File: src/rtl/ctg_consts.vh
// constants of the trap group logic: offsets, fields, reset values
// Summary of operation
// - fault pin driven straight from error flag
// - policy: ignore error, or halt the CPU
// - separate handler per group per priority
// - group codes: breakpoint 0, errors 1, sysops 2, scheduler 3
// - breakpoint instruction raises breakpoint trap
// - error group holds overflow and integer fault
// - illegal instruction raises bad-instruction trap
// - handler read/write accesses raise traps
// - low-to-high preemption raises scheduler trap
// - no runnable process raises idle-queue trap
// - one scheduler trap per queueing source
// - scheduler traps come from the microscheduler
// - ready process wptr written to handler workspace
// - software-raised error sets user error flag
// - every trap cause except the user error has its own mask
// - taken trap starts handler, reports cause
// - status/enable bits follow the cause codes
// - trap taken at interruptible point when enabled
// - enabled cause sets status, disabled discarded
`ifndef CTG_CONSTS_VH
`define CTG_CONSTS_VH
// register byte offsets
`define CTG_OFF_CTRL 8'h00
`define CTG_OFF_EN0 8'h04
`define CTG_OFF_EN1 8'h08
`define CTG_OFF_ST0 8'h0c
`define CTG_OFF_ST1 8'h10
`define CTG_OFF_BUSY 8'h14
`define CTG_OFF_SWS0 8'h18
`define CTG_OFF_SWS1 8'h1c
`define CTG_OFF_HND 8'h20
`define CTG_OFF_LAST 8'h40
// control register fields
`define CTG_CTRL_HALT_EN 0
`define CTG_CTRL_ERR 2
`define CTG_CTRL_HALTED 3
`define CTG_CTRL_ERR_CLR 8
// cause bit positions
`define CTG_BIT_BRK 0
`define CTG_BIT_INTF 1
`define CTG_BIT_OVF 2
`define CTG_BIT_BADI 3
`define CTG_BIT_HRD 4
`define CTG_BIT_HWR 5
`define CTG_BIT_SCHED 6
`define CTG_BIT_USER 15
// group codes
`define CTG_GRP_BRK 2'h0
`define CTG_GRP_ERR 2'h1
`define CTG_GRP_SYS 2'h2
`define CTG_GRP_SCH 2'h3
// cause masks of each group
`define CTG_MASK_BRK 16'h0001
`define CTG_MASK_ERR 16'h0006
`define CTG_MASK_SYS 16'h0038
`define CTG_MASK_SCH 16'h3fc0
// scheduler sources that carry a ready process (bits 0..5 of sched_evt)
`define CTG_SCHED_READY 8'h3f
// reset values
`define CTG_RST_EN 16'h0000
`define CTG_RST_WORD 32'h0000_0000
// bus responses
`define CTG_RESP_OKAY 2'h0
`define CTG_RESP_SLVERR 2'h2
`endif

File: src/rtl/ctg_cause_vec.v
// raw cause vector of one priority level built from event inputs
`timescale 1ns/10ps
module ctg_cause_vec #(
   parameter PRIO = 0
) (
   // instruction side events, at the current priority
   input wire cur_prio,
   input wire brk_exec,
   input wire int_fault_evt,
   input wire ovf_evt,
   input wire bad_instr_evt,
   input wire hread_evt,
   input wire hwrite_evt,
   input wire user_err_evt,
   // microscheduler events
   input wire sched_prio,
   input wire [7:0] sched_evt,
   // cause vector
   output wire [15:0] raw
);
`include "ctg_consts.vh"
   wire here_i; // instruction event belongs to this level
   wire here_s; // scheduler event belongs to this level
   assign here_i = (cur_prio == PRIO[0]);
   assign here_s = (sched_prio == PRIO[0]);
   // instruction causes go to the running priority
   assign raw[`CTG_BIT_BRK] = here_i & brk_exec;
   assign raw[`CTG_BIT_INTF] = here_i & int_fault_evt;
   assign raw[`CTG_BIT_OVF] = here_i & ovf_evt;
   assign raw[`CTG_BIT_BADI] = here_i & bad_instr_evt;
   assign raw[`CTG_BIT_HRD] = here_i & hread_evt;
   assign raw[`CTG_BIT_HWR] = here_i & hwrite_evt;
   // scheduler causes come from the microscheduler, one per source
   assign raw[13:6] = here_s ? sched_evt : 8'h00;
   assign raw[14] = 1'b0; // unused code
   assign raw[`CTG_BIT_USER] = here_i & user_err_evt;
endmodule // ctg_cause_vec

File: src/rtl/ctg_prio_trap.v
// status, busy and pending-group logic of one priority level
`timescale 1ns/10ps
module ctg_prio_trap (
   // clock and reset
   input wire aclk,
   input wire aresetn,
   // causes and masks
   input wire [15:0] raw,
   input wire [1:0] ugrp,
   input wire [15:0] enable,
   // software clears
   input wire [15:0] st_w1c,
   input wire [3:0] busy_w1c,
   // trap taken this cycle
   input wire take,
   // state
   output reg [15:0] status,
   output reg [3:0] busy,
   output reg pend_vld,
   output reg [1:0] pend_grp,
   output reg [15:0] pend_cause
);
`include "ctg_consts.vh"
   // cause mask of a group code
   function [15:0] grp_mask;
      input [1:0] g;
      begin
         case (g)
            `CTG_GRP_BRK: grp_mask = `CTG_MASK_BRK;
            `CTG_GRP_ERR: grp_mask = `CTG_MASK_ERR;
            `CTG_GRP_SYS: grp_mask = `CTG_MASK_SYS;
            default: grp_mask = `CTG_MASK_SCH;
         endcase
      end
   endfunction
   reg [3:0] upend_q; // groups flagged by the software error instruction
   reg [3:0] gp; // groups with something pending and not busy
   reg [15:0] set_v; // bits set this cycle
   reg [15:0] clr_v; // bits cleared this cycle
   reg [3:0] uset; // user group set this cycle
   reg [3:0] uclr; // user group cleared this cycle
   integer i;
   // pending group choice, lowest code first
   always @* begin
      gp = 4'h0;
      for (i = 0; i < 4; i = i + 1) begin
         gp[i] = (((status & grp_mask(i[1:0])) != 16'h0000) | upend_q[i]) & ~busy[i];
      end
      pend_vld = 1'b0;
      pend_grp = 2'h0;
      for (i = 3; i >= 0; i = i - 1) begin
         if (gp[i]) begin
            pend_vld = 1'b1;
            pend_grp = i[1:0];
         end
      end
      pend_cause = (status & grp_mask(pend_grp)) |
         {upend_q[pend_grp], 15'h0000};
   end
   // status update; a set wins over a clear in the same cycle
   always @* begin
      set_v = raw & enable;
      set_v[`CTG_BIT_USER] = raw[`CTG_BIT_USER];
      uset = raw[`CTG_BIT_USER] ? (4'h1 << ugrp) : 4'h0;
      clr_v = st_w1c;
      uclr = 4'h0;
      if (take) begin
         clr_v = clr_v | grp_mask(pend_grp) | 16'h8000;
         uclr = 4'h1 << pend_grp;
      end
   end
   // registers of this level
   always @(posedge aclk) begin
      if (!aresetn) begin
         status <= 16'h0000;
         upend_q <= 4'h0;
         busy <= 4'h0;
      end else begin
         status <= (status & ~clr_v) | set_v;
         upend_q <= (upend_q & ~uclr) | uset;
         // group stays busy while its handler runs
         busy <= (busy & ~busy_w1c) | (take ? (4'h1 << pend_grp) : 4'h0);
      end
   end
endmodule // ctg_prio_trap

File: src/rtl/ctg_trap_unit.v
// trap group logic top: AXI4-Lite registers, error flag, trap dispatch
`timescale 1ns/10ps
module ctg_trap_unit (
   // clock and reset
   input wire aclk,
   input wire aresetn,
   // AXI4-Lite write address
   input wire [7:0] s_axi_awaddr,
   input wire s_axi_awvalid,
   output reg s_axi_awready,
   // AXI4-Lite write data
   input wire [31:0] s_axi_wdata,
   input wire [3:0] s_axi_wstrb,
   input wire s_axi_wvalid,
   output reg s_axi_wready,
   // AXI4-Lite write response
   output reg [1:0] s_axi_bresp,
   output reg s_axi_bvalid,
   input wire s_axi_bready,
   // AXI4-Lite read address
   input wire [7:0] s_axi_araddr,
   input wire s_axi_arvalid,
   output reg s_axi_arready,
   // AXI4-Lite read data
   output reg [31:0] s_axi_rdata,
   output reg [1:0] s_axi_rresp,
   output reg s_axi_rvalid,
   input wire s_axi_rready,
   // core state
   input wire cur_prio,
   input wire interruptible,
   // instruction events, one-cycle pulses
   input wire brk_exec,
   input wire int_fault_evt,
   input wire ovf_evt,
   input wire bad_instr_evt,
   input wire hread_evt,
   input wire hwrite_evt,
   input wire user_err_evt,
   input wire [1:0] user_err_grp,
   // microscheduler events
   input wire sched_prio,
   input wire [7:0] sched_evt,
   input wire [31:0] ready_wptr,
   // error pin and halt
   output reg fault_indicator_pin,
   output reg cpu_halt,
   // trap dispatch
   output reg trap_take,
   output reg trap_prio,
   output reg [1:0] trap_group,
   output reg [15:0] trap_cause,
   output reg [31:0] trap_handler,
   // workspace write of a ready process
   output reg ws_wr_en,
   output reg [31:0] ws_wr_addr,
   output reg [31:0] ws_wr_data
);
`include "ctg_consts.vh"
   // byte-lane merge of a write into an old word
   function [31:0] lane_merge;
      input [31:0] old;
      input [31:0] nw;
      input [3:0] strb;
      integer k;
      begin
         for (k = 0; k < 4; k = k + 1) begin
            lane_merge[k*8 +: 8] = strb[k] ? nw[k*8 +: 8] : old[k*8 +: 8];
         end
      end
   endfunction

   // software visible state
   reg halt_en_q; // halt-on-error policy
   reg [15:0] en_q [0:1]; // enables per priority
   reg [31:0] sws_q [0:1]; // scheduler handler workspace per priority
   reg [31:0] hnd_q [0:7]; // handler entry per priority and group
   // bus state
   reg [7:0] awaddr_q; // held write address
   reg aw_hold_q; // write address held
   reg [31:0] wdata_q; // held write data
   reg [3:0] wstrb_q; // held strobes
   reg w_hold_q; // write data held
   reg aw_hold_d;
   reg w_hold_d;
   wire wr_go; // write performed this cycle
   reg wr_hit; // write address mapped
   reg [31:0] rd_v; // read mux
   reg rd_hit; // read address mapped
   // software clears for the level modules
   reg [15:0] st_w1c [0:1];
   reg [3:0] busy_w1c [0:1];
   reg err_clr; // error flag clear by software
   // per level wires
   wire [15:0] raw [0:1];
   wire [15:0] status [0:1];
   wire [3:0] busy [0:1];
   wire pend_vld [0:1];
   wire [1:0] pend_grp [0:1];
   wire [15:0] pend_cause [0:1];
   wire take [0:1];
   wire err_set; // error flag set this cycle
   wire ws_go; // ready process workspace write
   integer j;
   // enable word after a write, cause bits 13:0 only
   wire [31:0] en_wr_v = lane_merge({16'h0000, en_q[awaddr_q[3]]}, wdata_q, wstrb_q) & 32'h3fff;

   // one cause vector and one status block per priority
   genvar g;
   generate
      for (g = 0; g < 2; g = g + 1) begin : lvl
         ctg_cause_vec #(.PRIO(g)) u_vec (
            .cur_prio(cur_prio),
            .brk_exec(brk_exec),
            .int_fault_evt(int_fault_evt),
            .ovf_evt(ovf_evt),
            .bad_instr_evt(bad_instr_evt),
            .hread_evt(hread_evt),
            .hwrite_evt(hwrite_evt),
            .user_err_evt(user_err_evt),
            .sched_prio(sched_prio),
            .sched_evt(sched_evt),
            .raw(raw[g])
         );
         ctg_prio_trap u_lvl (
            .aclk(aclk),
            .aresetn(aresetn),
            .raw(raw[g]),
            .ugrp(user_err_grp),
            .enable(en_q[g]),
            .st_w1c(st_w1c[g]),
            .busy_w1c(busy_w1c[g]),
            .take(take[g]),
            .status(status[g]),
            .busy(busy[g]),
            .pend_vld(pend_vld[g]),
            .pend_grp(pend_grp[g]),
            .pend_cause(pend_cause[g])
         );
         // trap taken only at an interruptible point of this level
         assign take[g] = pend_vld[g] & interruptible & (cur_prio == g) & ~cpu_halt;
      end
   endgenerate

   // error flag sources: arithmetic faults and the error instruction
   assign err_set = ovf_evt | int_fault_evt | user_err_evt;
   // ready process reported by an enabled queueing source
   assign ws_go = |(sched_evt & `CTG_SCHED_READY & en_q[sched_prio][13:6]);

   // write channel holding: address and data taken in either order
   assign wr_go = aw_hold_q & w_hold_q & ~s_axi_bvalid;
   always @* begin
      aw_hold_d = aw_hold_q;
      w_hold_d = w_hold_q;
      if (s_axi_awvalid & s_axi_awready) begin
         aw_hold_d = 1'b1;
      end
      if (s_axi_wvalid & s_axi_wready) begin
         w_hold_d = 1'b1;
      end
      if (wr_go) begin
         aw_hold_d = 1'b0;
         w_hold_d = 1'b0;
      end
   end

   // write decode and software clear strobes
   always @* begin
      wr_hit = 1'b0;
      err_clr = 1'b0;
      st_w1c[0] = 16'h0000;
      st_w1c[1] = 16'h0000;
      busy_w1c[0] = 4'h0;
      busy_w1c[1] = 4'h0;
      if (wr_go) begin
         case (awaddr_q)
            `CTG_OFF_CTRL: begin
               wr_hit = 1'b1;
               err_clr = wstrb_q[1] & wdata_q[`CTG_CTRL_ERR_CLR];
            end
            `CTG_OFF_EN0, `CTG_OFF_EN1, `CTG_OFF_SWS0, `CTG_OFF_SWS1: begin
               wr_hit = 1'b1;
            end
            `CTG_OFF_ST0: begin
               wr_hit = 1'b1;
               st_w1c[0] = wdata_q[15:0];
            end
            `CTG_OFF_ST1: begin
               wr_hit = 1'b1;
               st_w1c[1] = wdata_q[15:0];
            end
            `CTG_OFF_BUSY: begin
               // handler exit frees its group
               wr_hit = 1'b1;
               busy_w1c[0] = wdata_q[3:0];
               busy_w1c[1] = wdata_q[7:4];
            end
            default: begin
               wr_hit = (awaddr_q[7:5] == 3'h1) & (awaddr_q[1:0] == 2'h0);
            end
         endcase
      end
   end

   // read decode
   always @* begin
      rd_v = `CTG_RST_WORD;
      rd_hit = 1'b1;
      case (s_axi_araddr)
         `CTG_OFF_CTRL: begin
            rd_v[`CTG_CTRL_HALT_EN] = halt_en_q;
            rd_v[`CTG_CTRL_ERR] = fault_indicator_pin;
            rd_v[`CTG_CTRL_HALTED] = cpu_halt;
         end
         `CTG_OFF_EN0: rd_v[15:0] = en_q[0];
         `CTG_OFF_EN1: rd_v[15:0] = en_q[1];
         `CTG_OFF_ST0: rd_v[15:0] = status[0];
         `CTG_OFF_ST1: rd_v[15:0] = status[1];
         `CTG_OFF_BUSY: rd_v[7:0] = {busy[1], busy[0]};
         `CTG_OFF_SWS0: rd_v = sws_q[0];
         `CTG_OFF_SWS1: rd_v = sws_q[1];
         `CTG_OFF_LAST: rd_v = {13'h0000, trap_prio, trap_group, trap_cause};
         default: begin
            // handler table, index prio*4 + group
            rd_hit = (s_axi_araddr[7:5] == 3'h1) & (s_axi_araddr[1:0] == 2'h0);
            rd_v = rd_hit ? hnd_q[s_axi_araddr[4:2]] : `CTG_RST_WORD;
         end
      endcase
   end

   // bus channel registers
   always @(posedge aclk) begin
      if (!aresetn) begin
         aw_hold_q <= 1'b0;
         w_hold_q <= 1'b0;
         s_axi_awready <= 1'b0;
         s_axi_wready <= 1'b0;
         awaddr_q <= 8'h00;
         wdata_q <= `CTG_RST_WORD;
         wstrb_q <= 4'h0;
         s_axi_bvalid <= 1'b0;
         s_axi_bresp <= `CTG_RESP_OKAY;
         s_axi_arready <= 1'b0;
         s_axi_rvalid <= 1'b0;
         s_axi_rresp <= `CTG_RESP_OKAY;
         s_axi_rdata <= `CTG_RST_WORD;
      end else begin
         aw_hold_q <= aw_hold_d;
         w_hold_q <= w_hold_d;
         // ready whenever the holding slot is free next cycle
         s_axi_awready <= ~aw_hold_d;
         s_axi_wready <= ~w_hold_d;
         if (s_axi_awvalid & s_axi_awready) begin
            awaddr_q <= s_axi_awaddr;
         end
         if (s_axi_wvalid & s_axi_wready) begin
            wdata_q <= s_axi_wdata;
            wstrb_q <= s_axi_wstrb;
         end
         // write response follows both channels
         if (wr_go) begin
            s_axi_bvalid <= 1'b1;
            s_axi_bresp <= wr_hit ? `CTG_RESP_OKAY : `CTG_RESP_SLVERR;
         end else if (s_axi_bready) begin
            s_axi_bvalid <= 1'b0;
         end
         // read: address taken, data one cycle later
         s_axi_arready <= ~s_axi_rvalid & ~(s_axi_arvalid & s_axi_arready);
         if (s_axi_arvalid & s_axi_arready) begin
            s_axi_rvalid <= 1'b1;
            s_axi_rdata <= rd_v;
            s_axi_rresp <= rd_hit ? `CTG_RESP_OKAY : `CTG_RESP_SLVERR;
         end else if (s_axi_rready) begin
            s_axi_rvalid <= 1'b0;
         end
      end
   end

   // software writable registers
   always @(posedge aclk) begin
      if (!aresetn) begin
         halt_en_q <= 1'b0;
         for (j = 0; j < 2; j = j + 1) begin
            en_q[j] <= `CTG_RST_EN;
            sws_q[j] <= `CTG_RST_WORD;
         end
         for (j = 0; j < 8; j = j + 1) begin
            hnd_q[j] <= `CTG_RST_WORD;
         end
      end else if (wr_go) begin
         case (awaddr_q)
            `CTG_OFF_CTRL: begin
               if (wstrb_q[0]) begin
                  halt_en_q <= wdata_q[`CTG_CTRL_HALT_EN];
               end
            end
            `CTG_OFF_EN0, `CTG_OFF_EN1: en_q[awaddr_q[3]] <= en_wr_v[15:0];
            `CTG_OFF_SWS0: sws_q[0] <= lane_merge(sws_q[0], wdata_q, wstrb_q);
            `CTG_OFF_SWS1: sws_q[1] <= lane_merge(sws_q[1], wdata_q, wstrb_q);
            default: begin
               if (wr_hit & (awaddr_q[7:5] == 3'h1)) begin
                  hnd_q[awaddr_q[4:2]] <= lane_merge(hnd_q[awaddr_q[4:2]], wdata_q, wstrb_q);
               end
            end
         endcase
      end
   end

   // error flag, its pin and the halt policy
   always @(posedge aclk) begin
      if (!aresetn) begin
         fault_indicator_pin <= 1'b0;
         cpu_halt <= 1'b0;
      end else begin
         // a new error wins over a software clear
         fault_indicator_pin <= err_set | (fault_indicator_pin & ~(err_clr & ~cpu_halt));
         // stop one cycle after the flag, held until reset
         cpu_halt <= cpu_halt | (halt_en_q & fault_indicator_pin);
      end
   end

   // trap dispatch: handler of the taken level and group
   always @(posedge aclk) begin
      if (!aresetn) begin
         trap_take <= 1'b0;
         trap_prio <= 1'b0;
         trap_group <= `CTG_GRP_BRK;
         trap_cause <= 16'h0000;
         trap_handler <= `CTG_RST_WORD;
      end else begin
         trap_take <= take[0] | take[1];
         if (take[0] | take[1]) begin
            trap_prio <= take[1];
            trap_group <= pend_grp[take[1]];
            trap_cause <= pend_cause[take[1]];
            trap_handler <= hnd_q[{take[1], pend_grp[take[1]]}];
         end
      end
   end

   // scheduler handler workspace word 0 receives the ready process
   always @(posedge aclk) begin
      if (!aresetn) begin
         ws_wr_en <= 1'b0;
         ws_wr_addr <= `CTG_RST_WORD;
         ws_wr_data <= `CTG_RST_WORD;
      end else begin
         ws_wr_en <= ws_go;
         if (ws_go) begin
            ws_wr_addr <= sws_q[sched_prio];
            ws_wr_data <= ready_wptr;
         end
      end
   end
endmodule // ctg_trap_unit

File: config.mk
export PLATFORM = sky130hd
export DESIGN_NAME = ctg_trap_unit
export DESIGN_NICKNAME = d
export VERILOG_FILES = /design/src/rtl/ctg_cause_vec.v /design/src/rtl/ctg_prio_trap.v /design/src/rtl/ctg_trap_unit.v
export VERILOG_INCLUDE_DIRS = /design/src /design/src/rtl
export SDC_FILE = /design/constraint.sdc
export NUM_CORES = 1
export LEC_CHECK = 0
export ABC_AREA = 1
export ABC_CLOCK_PERIOD_IN_PS = 3300
export BUFFER_PORTS_ARGS = -buffer_cell sky130_fd_sc_hd__buf_2
export CORE_AREA = 4 4 269 271
export DETAILED_ROUTE_END_ITERATION = 8
export DIE_AREA = 0 0 273 275
export PLACE_DENSITY_LB_ADDON = 0.2
export SLEW_MARGIN = 20
export SYNTH_ARGS = -nofsm -noshare
export SYNTH_HDL_FRONTEND = slang
export SYNTH_HIERARCHICAL = 1
export SYNTH_SLANG_ARGS = --single-unit
File: constraint.sdc
create_clock -name aclk -period 3.3 [get_ports aclk]
set_input_delay 0.66 -clock aclk [delete_from_list [all_inputs] [get_ports aclk]]
set_output_delay 0.66 -clock aclk [all_outputs]
set_load 0.005 [all_outputs]
# Yosys cells after proc, flatten, opt, wreduce, memory -nomap -nowiden
# Memories as Yosys holds them, arrays and structs flattened. A register that Yosys moved wholly into a read port is not among the register bits.
# Index checks and enable logic that the tools add are counted.
dict set report word_totals {
  regBits 191
  latch_bits 0
  mem_bits_rw 348
  rom_bits 0
  input_bits 111
  out_inout_bits 160
  wordCells 301
  n_memories 3
}
# name words word_bits rd rd_clocked_by_memory_dff wr line_no
set mem_list {}
lappend mem_list {hnd_q 8 32 2 1 8 ctg_trap_unit.v:77} ;# reg [31:0] hnd_q [0:7];
lappend mem_list {sws_q 2 32 3 1 2 ctg_trap_unit.v:76} ;# reg [31:0] sws_q [0:1];
lappend mem_list {en_q 2 14 3 0 2 ctg_trap_unit.v:75} ;# reg [15:0] en_q [0:1];
dict set report classes {
  n_addsub 0
  n_mul 0
  div 0
  order_cmp 3
  n_eq_ne 27
  shift 3
  mux 105
  n_bitwise 100
  reduce_logical 32
}
# op count
set op_table {}
lappend op_table {{$mux W32} 5}
lappend op_table {{$mux W8} 17}
lappend op_table {{$mux W16} 7}
lappend op_table {{$reduce_bool A16 Y1} 6}
lappend op_table {{$pmux W14 S3} 2}
lappend op_table {{$eq A8 B5 Y1 const B} 8}
lappend op_table {{$or A16 B16 Y16} 4}
lappend op_table {{$pmux W16 S4} 1}
lappend op_table {{$pmux W8 S8} 1}
lappend op_table {{$mux W1} 42}
lappend op_table {{$and A1 B1 Y1} 41}
lappend op_table {{$pmux W4 S9} 1}
lappend op_table {{$and A16 B14 Y16} 2}
lappend op_table {{$and A16 B16 Y16} 2}
lappend op_table {{$eq A8 B4 Y1 const B} 4}
lappend op_table {{$not A16 Y16} 2}
lappend op_table {{$reduce_or A32 Y1} 1}
lappend op_table {{$and A14 B15 Y15} 2}
lappend op_table {{$mux W15} 2}
lappend op_table {{$or A15 B15 Y15} 2}
lappend op_table {{$mux W2} 14}
lappend op_table {{$mux W4} 5}
lappend op_table {{$pmux W1 S9} 2}
lappend op_table {{$pmux W2 S9} 1}
lappend op_table {{32 further kinds} 96}

# Longest topological paths before layout
# Gate-level depths: netlist (run 1).
dict set report depth {
  ltp_word 16
  mapped_depth 20
  ltp_nobuf 18
}

# Hierarchy
# The synthesis (run 1) kept the hierarchy.
# module instances cells_per_inst area_per_inst_um2 seq_area_each_um2
set by_module_without_submodules {}
lappend by_module_without_submodules {ctg_trap_unit 1 3345 28542.4 14554.0}
lappend by_module_without_submodules {ctg_prio_trap 2 186 1273.7 480.5}
lappend by_module_without_submodules {{ctg_cause_vec (lvl[0].u_vec)} 1 33 135.1 0.0}
lappend by_module_without_submodules {{ctg_cause_vec (lvl[1].u_vec)} 1 33 128.9 0.0}

# Worst setup path before layout (run 1)
# Ideal clock, no wire load.
dict set report synth_timing {
  path_kind {input port to flip-flop}
  start {in aresetn}
  end {mem hnd_q[1][0], enable pin}
  setup_ps 384
  t_arrival_ps 2050
  required_time_ps 2916
  slack_ps 865
  path_stages 4
  n_path_buf 0
  path_cell_list {inv_2 > nor4_4 > nand4_4 > o21ai_0}
}
# item line_no
set synth_rtl {}
lappend synth_rtl {{start: declaration} ctg_trap_unit.v:6} ;# input wire aresetn,
lappend synth_rtl {{end: declaration} ctg_trap_unit.v:77}

==> results of run 1 <==
## cells in the mapped netlist, drive strengths merged, types with 4 or more instances
cell      n
a211oi    5
nand4    45
a21oi   160
dfxtp   253
o221ai   14
a31oi     4
clkinv   19
o22ai     4
nand3b    7
o21ai   211
conb      5
buf     139
or2       5
nand2   796
a22oi    24
nand3   470
clkbuf  124
nor2    477
o211ai    6
inv     371
edfxtp  348
nor3    285
## area by class of cell
class,count,area (um2),share of cell area
repair buffers,395,2530,0.0701
clock buffers,99,2000,0.0556
flip-flops and latches,601,15500,0.431
inverters,390,1470,0.0409
clock inverters,25,213,0.00590
diodes,1,2.50,0.0000695
well taps,940,1180,0.0326
multi-input cells,2532,13100,0.364
## sequential cells by signal, summed over array words and instances, names as in the netlist, 2 cells and up
signal,count
hnd_q,256
sws_q,64
lvl.u_lvl/status,32
s_axi_rdata,32
trap_handler,32
wdata_q,32
ws_wr_addr,32
ws_wr_data,32
en_q,28
trap_cause,16
awaddr_q,8
lvl.u_lvl/busy,8
lvl.u_lvl/upend_q,8
wstrb_q,4
trap_group,2
## per-stage QoR
step / hold slack, ns / cell area, um2
after global placement: 0.433 / 33800
after global routing: 0.239 / 36000
after floorplan: 0.439 / 31400
after CTS: 0.220 / 36000
after detailed placement: 0.435 / 33800
final: 0.250 / 36000
## cells by family (layout without fill, tap and decap cells)
group | Yosys count | in the layout
buffers and inverters | 653 | 909
muxes | 3 | 3
DFF | 601 | 601
AOI/OAI and AO/OA | 434 | 434
and+or+nand+nor | 2087 | 2087
other | 5 | 9
## per-layer routing
| layer | wire (um) | global-route usage |
|---|---|---|
| met3 | 11800 | 0.0625 |
| met2 | 49600 | 0.453 |
| met1 | 47300 | 0.409 |
| met4 | 3600 | 0.100 |
| met5 | 13 | 0 |
## where the power goes
group	total, uW	leakage, uW	internal [uW]	switching [uW]
clock network	7620	0.00109	4460	3160
registers	8590	0.00567	8310	275
logic	3560	0.00779	1040	2520
## worst max-delay path by stage
stage / end / slack (ns) / cells after the start
CTS: trap_handler[2]$_SDFFE_PN0P_ / 0.52 / 19
global route: trap_handler[2]$_SDFFE_PN0P_ / 0.28 / 19
global placement: hnd_q[2][23]$_SDFFCE_PN0P_ / 0.43 / 5
finish: trap_handler[2]$_SDFFE_PN0P_ / 0.44 / 19
detailed placement: hnd_q[2][2]$_SDFFCE_PN0P_ / 0.39 / 5
floorplan: hnd_q[1][0]$_SDFFCE_PN0P_ / 0.87 / 4
## placed cells by master, fill, tap and decap left out, types with 10 or more instances in the layout
master | synthesis | layout
sky130_fd_sc_hd__clkinv_1 | 17 | 28
sky130_fd_sc_hd__clkbuf_8 | 0 | 10
sky130_fd_sc_hd__buf_2 | 63 | 267
sky130_fd_sc_hd__nor3_2 | 260 | 261
sky130_fd_sc_hd__nor2_1 | 453 | 452
sky130_fd_sc_hd__clkbuf_16 | 0 | 72
sky130_fd_sc_hd__inv_1 | 353 | 353
sky130_fd_sc_hd__edfxtp_1 | 348 | 348
sky130_fd_sc_hd__nor2_4 | 8 | 10
sky130_fd_sc_hd__nor2_2 | 16 | 15
sky130_fd_sc_hd__a22oi_1 | 24 | 24
sky130_fd_sc_hd__buf_4 | 15 | 109
sky130_fd_sc_hd__nand3_2 | 6 | 13
sky130_fd_sc_hd__nand2_1 | 776 | 770
sky130_fd_sc_hd__o221ai_1 | 14 | 14
sky130_fd_sc_hd__clkbuf_1 | 124 | 16
sky130_fd_sc_hd__nand2_2 | 13 | 18
sky130_fd_sc_hd__nor3_1 | 24 | 23
sky130_fd_sc_hd__buf_12 | 0 | 18
sky130_fd_sc_hd__nand3_1 | 463 | 456
sky130_fd_sc_hd__dfxtp_1 | 253 | 253
sky130_fd_sc_hd__inv_2 | 18 | 18
sky130_fd_sc_hd__o21ai_1 | 34 | 33
sky130_fd_sc_hd__o21ai_0 | 177 | 177
sky130_fd_sc_hd__a21oi_1 | 156 | 156
sky130_fd_sc_hd__nand4_1 | 39 | 39
==> impl_summary.txt, run 1 <==
----------------------------------------------------
[Logic synthesis]
  Cell area after technology mapping ... 31400 um2
  Number of warnings issued by yosys ... 6
  Compound-Gate Fraction of Synth Area ... 0.0762
  Ys flop type ... sky130_fd_sc_hd__edfxtp_1
  Register bit count reported by yosys ... 601
  Simple logic cell fraction of the synthesized area ... 0.338
  Adder-cell area share of the yosys netlist ... 0
  Number of enable flip-flop cells after synthesis ... 348
  Dominant combinational cell family by area after synthesis ... simple AND/OR/NAND/NOR gates
  XOR/XNOR Fraction of Synth Area ... 0
  Mapped Avg Cell Area ... 8.29 um2
  Proportion of synthesized area in mux cells ... 0.000958
  Post-Synthesis Cells ... 3783
  Share of synthesized flip-flops with an asynchronous set or reset ... 0
  Distinct cell type count of the synthesized netlist ... 47
  Cell taking the most area after synthesis ... sky130_fd_sc_hd__edfxtp_1
  Biggest area contributors in the synthesized netlist ... sky130_fd_sc_hd__edfxtp_1 (33%), sky130_fd_sc_hd__dfxtp_1 (16%), sky130_fd_sc_hd__nand2_1 (9.3%)
  Register area share after synthesis ... 0.495
  Post-synth top area share ... 0.333

[Critical path]
  Highest-delay cell along the critical path ... sky130_fd_sc_hd__nand3_2
  Start point of the critical path ... lvl[1].u_lvl/status[9]$_SDFF_PN0_
  Family with the most delay on the worst path ... simple AND/OR/NAND/NOR gates
  CP Data Required Time ... 3.81 ns
  Kind of critical path ... reg -> reg
  Worst flop-to-flop path endpoint ... trap_handler[2]$_SDFFE_PN0P_
  Maximum fanout encountered on the critical timing path ... 55
  R2R Path Start ... lvl[1].u_lvl/status[9]$_SDFF_PN0_
  Most frequent CP cell ... sky130_fd_sc_hd__nand2_1
  Worst-case register-to-register setup slack ... 0.44 ns
  Arrival time worst endpoint ... 3.37 ns
  Category of the worst setup path capture point ... register
  Kind of launch point of the worst setup path ... register
  Critical path cell sequence ... inv_1, nand2_1, nor2_1, nand2_1, nand3_2, nand2_2, nand2_4, clkinv_4, inv_1, nand3_2, nand2_4, buf_12, nand2_1, nand3_1, nand2_1, nand2_1, nand3_1, nand2_1, inv_1
  Slowest cell delay on critical path ... 0.36 ns
  Logic depth of the worst register-to-register path ... 19
  Number of buffers and inverters on the critical path ... 5

[Die]
  FP Rows ... 97
  Height of the die ... 275 um
  DIE AREA ... 75100 um2
  Horizontal die dimension ... 273 um
  Boundary pin count ... 271
  Standard cell core area ... 69800 um2
  Initial cell density of the core ... 0.449

[CTS]
  Post-CTS Hold Fix Bufs ... 0
  Maximum buffer depth of the clock tree ... 3
  Number of buffers inserted to repair setup after CTS ... 0
  Clock buffers created by TritonCTS ... 68
  CTS Root Cell ... sky130_fd_sc_hd__clkbuf_16
  Clock transition at the registers of the reported paths ... 0.06 ns
  Clock insertion delay at the later pin of the skew report ... 0.61 ns
  Clock Sinks ... 601
  CTS H-tree depth ... 3
  Resized cells post-CTS ... 0
  Clock tree from TritonCTS ... yes

[Routing]
  Residual DRC count ... 0
  First-pass iteration count of the detailed router ... 8
  Avg WL per Cell ... 22.5 um
  Number of vias per cell after detailed routing ... 5.55
  Residual antenna-violating net count after detailed routing ... 0
  Total vias in the final route ... 27.7k
  Routed wire length ... 112000 um
  DRT iter0 DRCs ... 3101

[Layout]
  Filler cell count in the final layout ... 6603
  Area growth syn-to-layout ... 14.9%
  Share of layout cells above drive strength 1 ... 0.213
  Finished Core Util ... 0.516
  Fin nets ... 4099
  Finished Layout Cells ... 4983

[Hold path]
  Worst hold endpoint ... s_axi_rvalid$_SDFFE_PN0P_
  Start point of the worst min-delay path ... s_axi_rready
  Depth of the worst hold-timing path ... 2
  Path class of the lowest-slack min-delay path ... in -> reg

[Placed design]
  Global placer's final weighted congestion ... 0.919
  Placed wire-length estimate after detailed placement ... 77000 um
  Pre-CTS setup slack ... 0.387 ns
  Cell count after placement ... 4858
  Buffers on Ports ... 268

[STA]
  Post-route setup TNS ... 0 ns
  Fin crit share ... 0.867
  Worst Tran Pin Value ... 1.12 ns
  Setup slack after layout ... 0.438 ns
  Slew Viols, Final ... 0
  Final setup violating endpoints ... 0
  Achievable Freq ... 349 MHz
  Final period demand of the worst path ... 2.86 ns
  Unrepaired setup endpoints after global routing ... false
  Remaining max-slew budget at the tightest pin ... 0.254
  Clk_skew ... 0.0235 ns
  Final hold vios ... 0

[GRT]
  Global route total overflow ... 0
  First-pass GRT wire length ... 167000 um
  Largest net degree at the start of global routing ... 142
  Global routing usage summed across all routing layers ... 0.293
  Vias in the first global route ... 26.0k
  Antenna violations before repair ... 6

[Power]
  Power per cell area ... 549 nW/um2
  Static power due to leakage ... 0.0145 uW
  Worst IR drop on VDD ... 444 uV
  Total power after layout ... 19800 uW

[Run]
  Max-Cap Viols ... 0

[Status]
  Result of the run ... finished, final reports clean

----------------------------------------------------
Note: power is estimated with default switching activity, not from simulation.
==> inputs of run 2 (changes only) <==
--- a/config.mk
+++ b/config.mk
@@ -6,12 +6,13 @@
 export SDC_FILE = /design/constraint.sdc
 export NUM_CORES = 1
 export LEC_CHECK = 0
-export ABC_AREA = 1
 export ABC_CLOCK_PERIOD_IN_PS = 3300
 export BUFFER_PORTS_ARGS = -buffer_cell sky130_fd_sc_hd__buf_2
-export CORE_AREA = 4 4 269 271
+export CELL_PAD_IN_SITES_DETAIL_PLACEMENT = 0
+export CELL_PAD_IN_SITES_GLOBAL_PLACEMENT = 1
+export CORE_AREA = 4 4 258 260
 export DETAILED_ROUTE_END_ITERATION = 8
-export DIE_AREA = 0 0 273 275
+export DIE_AREA = 0 0 262 264
 export PLACE_DENSITY_LB_ADDON = 0.2
 export SLEW_MARGIN = 20
 export SYNTH_ARGS = -nofsm -noshare
==> run 2 against run 1 <==
Against the previous run:
- non-clock buffer count is 30 higher
- sequential power up 0.9%
- routed wire length shrank 8.4%
- via count fell by 19%
- cell count shrank 24%
- clock-buffer cell count up 4
- first-iteration DRC count shrank 15%
- critical path type unchanged
==> impl_summary.txt, run 2 <==
----------------------------------------------------
[Status]
  Result of the run ... finished, final reports clean

[Layout]
  Most common library cell in the layout ignoring fill and taps ... sky130_fd_sc_hd__edfxtp_1
  Filler cell count in the final layout ... 5676 (-14%)
  Number of flip-flops in the largest register ... 256 (unchanged)
  Most frequent cells in the layout ... sky130_fd_sc_hd__edfxtp_1 (348), sky130_fd_sc_hd__and2_1 (340), sky130_fd_sc_hd__buf_2 (265), sky130_fd_sc_hd__dfxtp_1 (253), sky130_fd_sc_hd__nand2_1 (216)
  Area growth syn-to-layout ... 17.9%
  Register with the highest flop count ... hnd_q
  Largest registers ... hnd_q x256, sws_q x64
  Share of layout cells above drive strength 1 ... 0.230 (+0.0174)
  Finished Core Util ... 0.528 (+0.0114)
  Finished Layout Cells ... 3785 (-24%)
  Fin nets ... 2989 (-27%)

[Logic synthesis]
  Number of enable flip-flop cells after synthesis ... 348 (unchanged)
  Share of synthesized flip-flops with an asynchronous set or reset ... 0 (unchanged)
  Top post-synthesis cells by count ... sky130_fd_sc_hd__edfxtp_1 (348), sky130_fd_sc_hd__and2_1 (341), sky130_fd_sc_hd__dfxtp_1 (253)
  Cell area after technology mapping ... 28700 um2 (-8.5%)
  Cell taking the most area after synthesis ... sky130_fd_sc_hd__edfxtp_1
  Post-synth top area share ... 0.364 (+0.0310)
  Biggest area contributors in the synthesized netlist ... sky130_fd_sc_hd__edfxtp_1 (36%), sky130_fd_sc_hd__dfxtp_1 (18%), sky130_fd_sc_hd__and2_1 (7.4%)
  Distinct cell type count of the synthesized netlist ... 71 (+51%)
  Register bit count reported by yosys ... 601 (unchanged)
  Cell with the most instances after synthesis ... sky130_fd_sc_hd__edfxtp_1
  Ys flop type ... sky130_fd_sc_hd__edfxtp_1
  Register area share after synthesis ... 0.541 (+0.0460)
  Post-Synthesis Cells ... 2561 (-32%)
  Mapped Avg Cell Area ... 11.2 um2 (+35%)
  Number of warnings issued by yosys ... 6 (unchanged)

[CTS]
  Maximum buffer depth of the clock tree ... 3 (unchanged)
  Number of buffers inserted to repair setup after CTS ... 0 (unchanged)
  Clock transition at the registers of the reported paths ... 0.06 ns (about the same)
  Clock insertion delay at the later pin of the skew report ... 0.60 ns (about the same)
  Clock buffers created by TritonCTS ... 67 (-1.5%)
  CTS Root Cell ... sky130_fd_sc_hd__clkbuf_16
  Post-CTS Hold Fix Bufs ... 0 (unchanged)
  Resized cells post-CTS ... 0 (unchanged)
  CTS H-tree depth ... 3 (unchanged)
  Clock tree from TritonCTS ... yes
  Clock Sinks ... 601 (unchanged)

[Routing]
  Number of vias per cell after detailed routing ... 5.89 (+6.1%)
  Residual antenna-violating net count after detailed routing ... 0 (unchanged)
  DRT iter0 DRCs ... 2640 (-15%)
  Avg WL per Cell ... 27.2 um (+21%)
  Residual DRC count ... 0 (unchanged)
  Routed wire length ... 103000 um (-8.4%)
  First-pass iteration count of the detailed router ... 6 (-2)
  Total vias in the final route ... 22.3k (-19%)

[Power]
  Net Sw Frac ... 0.270 (-0.0318)
  Static power due to leakage ... 0.0134 uW (-7.7%)
  Design internal power ... 13700 uW (-0.91%)
  Worst IR drop on VDD ... 375 uV (-15%)
  Power per cell area ... 554 nW/um2 (+0.95%)
  Part of the power in combinational logic ... 0.148 (-0.032)
  Clk pwr share ... 0.389 (+0.004)
  Total power after layout ... 18700 uW (-5.2%)
  Sequential cell fraction of total power ... 0.463 (+0.029)
  Switching power total ... 5050 uW (-15%)

[Critical path]
  Number of cells on the critical path ... 9 (-10)
  CP Data Required Time ... 3.77 ns (-0.04 ns)
  Family with the most delay on the worst path ... compound AO/OA/AOI/OAI gates
  Highest-delay cell along the critical path ... sky130_fd_sc_hd__a31oi_1
  Maximum fanout encountered on the critical timing path ... 39 (-29%)
  Logic depth of the worst register-to-register path ... 9 (-10)
  Critical path cell sequence ... nor4_1, a31oi_1, nor2b_1, o21a_1, mux2_2, buf_4, mux2i_1, o21ai_0, a211o_1
  Slowest cell delay on critical path ... 0.53 ns (+0.17 ns)
  Kind of launch point of the worst setup path ... register
  Worst flop-to-flop path endpoint ... trap_handler[27]$_SDFFE_PN0P_
  Worst-case register-to-register setup slack ... 0.19 ns (-0.25 ns)
  Arrival time worst endpoint ... 3.58 ns (+0.21 ns)
  Category of the worst setup path capture point ... register
  Kind of critical path ... reg -> reg
  R2R Path Start ... lvl[0].u_lvl/upend_q[3]$_SDFF_PN0_
  Number of buffers and inverters on the critical path ... 1 (-4)

[GRT]
  Vias in the first global route ... 21.9k (-16%)
  Met3 Resource Use GR ... 0.0416 (-0.0209)
  Most utilized layer in the global route result ... met2
  First-pass GRT wire length ... 149000 um (-11%)
  Met2 track utilization from global routing ... 0.460 (+0.00714)
  Largest net degree at the start of global routing ... 117 (-18%)
  Global route total overflow ... 0 (unchanged)
  Global routing usage summed across all routing layers ... 0.290 (-0.00253)
  Met1 routing resource usage after global routing ... 0.412 (+0.00365)
  Antenna violations before repair ... 3 (-3)

[Hold path]
  Depth of the worst hold-timing path ... 3 (+1)
  Worst hold endpoint ... wstrb_q[1]$_SDFFE_PN0P_
  Path class of the lowest-slack min-delay path ... in -> reg
  Start point of the worst min-delay path ... s_axi_wstrb[1]

[Die]
  Height of the die ... 264 um (-4.0%)
  DIE AREA ... 69200 um2 (-7.9%)
  Boundary pin count ... 271 (unchanged)
  Initial cell density of the core ... 0.447 (-0.00187)
  FP Rows ... 93 (-4.1%)
  Horizontal die dimension ... 262 um (-4.0%)
  Standard cell core area ... 64100 um2 (-8.1%)

[STA]
  Final period demand of the worst path ... 3.11 ns (+0.245 ns)
  Clk_skew ... 0.0197 ns (-0.00377 ns)
  Achievable Freq ... 322 MHz (-7.9%)
  Worst Tran Pin Value ... 0.979 ns (-0.140 ns)
  Slew Viols, Final ... 0 (unchanged)
  Unrepaired setup endpoints after global routing ... false
  Post-route setup TNS ... 0 ns (unchanged)
  Remaining max-slew budget at the tightest pin ... 0.347 (+0.0925)
  Fin crit share ... 0.942 (+0.0743)
  Final setup violating endpoints ... 0 (unchanged)
  Final hold vios ... 0 (unchanged)

[Placed design]
  Global placer's final weighted congestion ... 0.965 (+5.0%)
  Cell count after placement ... 3664 (-25%)
  Placed wire-length estimate after detailed placement ... 75100 um (-2.5%)
  Buffers on Ports ... 268 (unchanged)

[Run]
  Max-Cap Viols ... 0 (unchanged)

----------------------------------------------------
[run 2: cell types whose count changed in the layout (fill, tap and decap cells not counted), sizes merged, moves of 84 or more]
cell   previous run  this run
and2              0       341
inv             375        22
mux2i             3       156
mux4              0        84
nand2           796       216
nand3           470        44
nor2            477       194
nor3            285        33
o21ai           211       120
[run 2: layer usage]
layer	part of all wire	vias up	wire length [um]
met1	0.43	11100	44200
met3	0.079	173	8170
met4	0.031	0	3200
met2	0.46	1016	47200
met5	0	-	0
li1	-	10000	-
[run 2: cell families (layout without fill, tap and decap cells)]
logic type | count (synthesis) | in the layout | share of synthesized area
muxes | 276 | 276 | 0.135
DFF | 601 | 601 | 0.541
and+or+nand+nor | 993 | 993 | 0.182
AOI/OAI and AO/OA | 483 | 483 | 0.112
other | 5 | 10 | 0.000654
buffers and inverters | 203 | 567 | 0.0299
[run 2: worst max-delay path by stage]
| stage | start | to | slack (ns) |
|---|---|---|---|
| 5_1_grt | lvl[1].u_lvl/status[13]$_SDFF_PN0_ | trap_handler[14]$_SDFFE_PN0P_ | 0.09 |
| 4_1_cts | lvl[0].u_lvl/upend_q[3]$_SDFF_PN0_ | trap_handler[27]$_SDFFE_PN0P_ | 0.24 |
| 3_5_place_dp | lvl[0].u_lvl/upend_q[3]$_SDFF_PN0_ | trap_handler[31]$_SDFFE_PN0P_ | 0.26 |
| 2_1_floorplan | awaddr_q[7]$_SDFFE_PN0P_ | sws_q[1][0]$_SDFFCE_PP0P_ | 0.50 |
| 3_3_place_gp | lvl[0].u_lvl/upend_q[3]$_SDFF_PN0_ | trap_handler[31]$_SDFFE_PN0P_ | 0.32 |
| 6_report | lvl[0].u_lvl/upend_q[3]$_SDFF_PN0_ | trap_handler[27]$_SDFFE_PN0P_ | 0.19 |
[run 2: stage by stage]
step | cell area [um2] | worst slack (ns) | hold WS [ns]
after floorplan | 28700 | 0.501 | 0.443
after global placement | 31700 | 0.321 | 0.448
after detailed placement | 31700 | 0.259 | 0.457
after CTS | 33800 | 0.244 | 0.274
after global routing | 33800 | 0.0886 | 0.291
final | 33800 | 0.193 | 0.303
[run 2: area by class of cell]
cell class                 count  area, um2  share of cell area
antenna                        2       5.00            0.000148
clock buffer                 103       2010              0.0593
clock inverter                16        110             0.00325
inverter                      23       91.3             0.00270
multi-input combinational   1760      12400               0.365
sequential                   601      15500               0.459
tap                          855       1070              0.0316
timing repair buffer         425       2680              0.0793
[run 2: power groups by stage]
| stage | Sequential [uW] | Clock (uW) | Combinational, uW |
|---|---|---|---|
| floorplan | 8650 | 0 | 1610 |
| global placement | 8810 | 0 | 2730 |
| detailed placement | 8820 | 0 | 2760 |
| CTS | 8670 | 7400 | 2770 |
| global route | 8710 | 7730 | 2960 |
| finish | 8670 | 7280 | 2780 |
[run 2: worst reg2reg max path, delay by kind of cell (launching register included)]
kind                   cells  cell delay [ns]
AOI/OAI and AO/OA          4             1.29
buffers and inverters      1             0.45
DFF                        1             0.45
muxes                      2             0.50
and+or+nand+nor            2             0.30
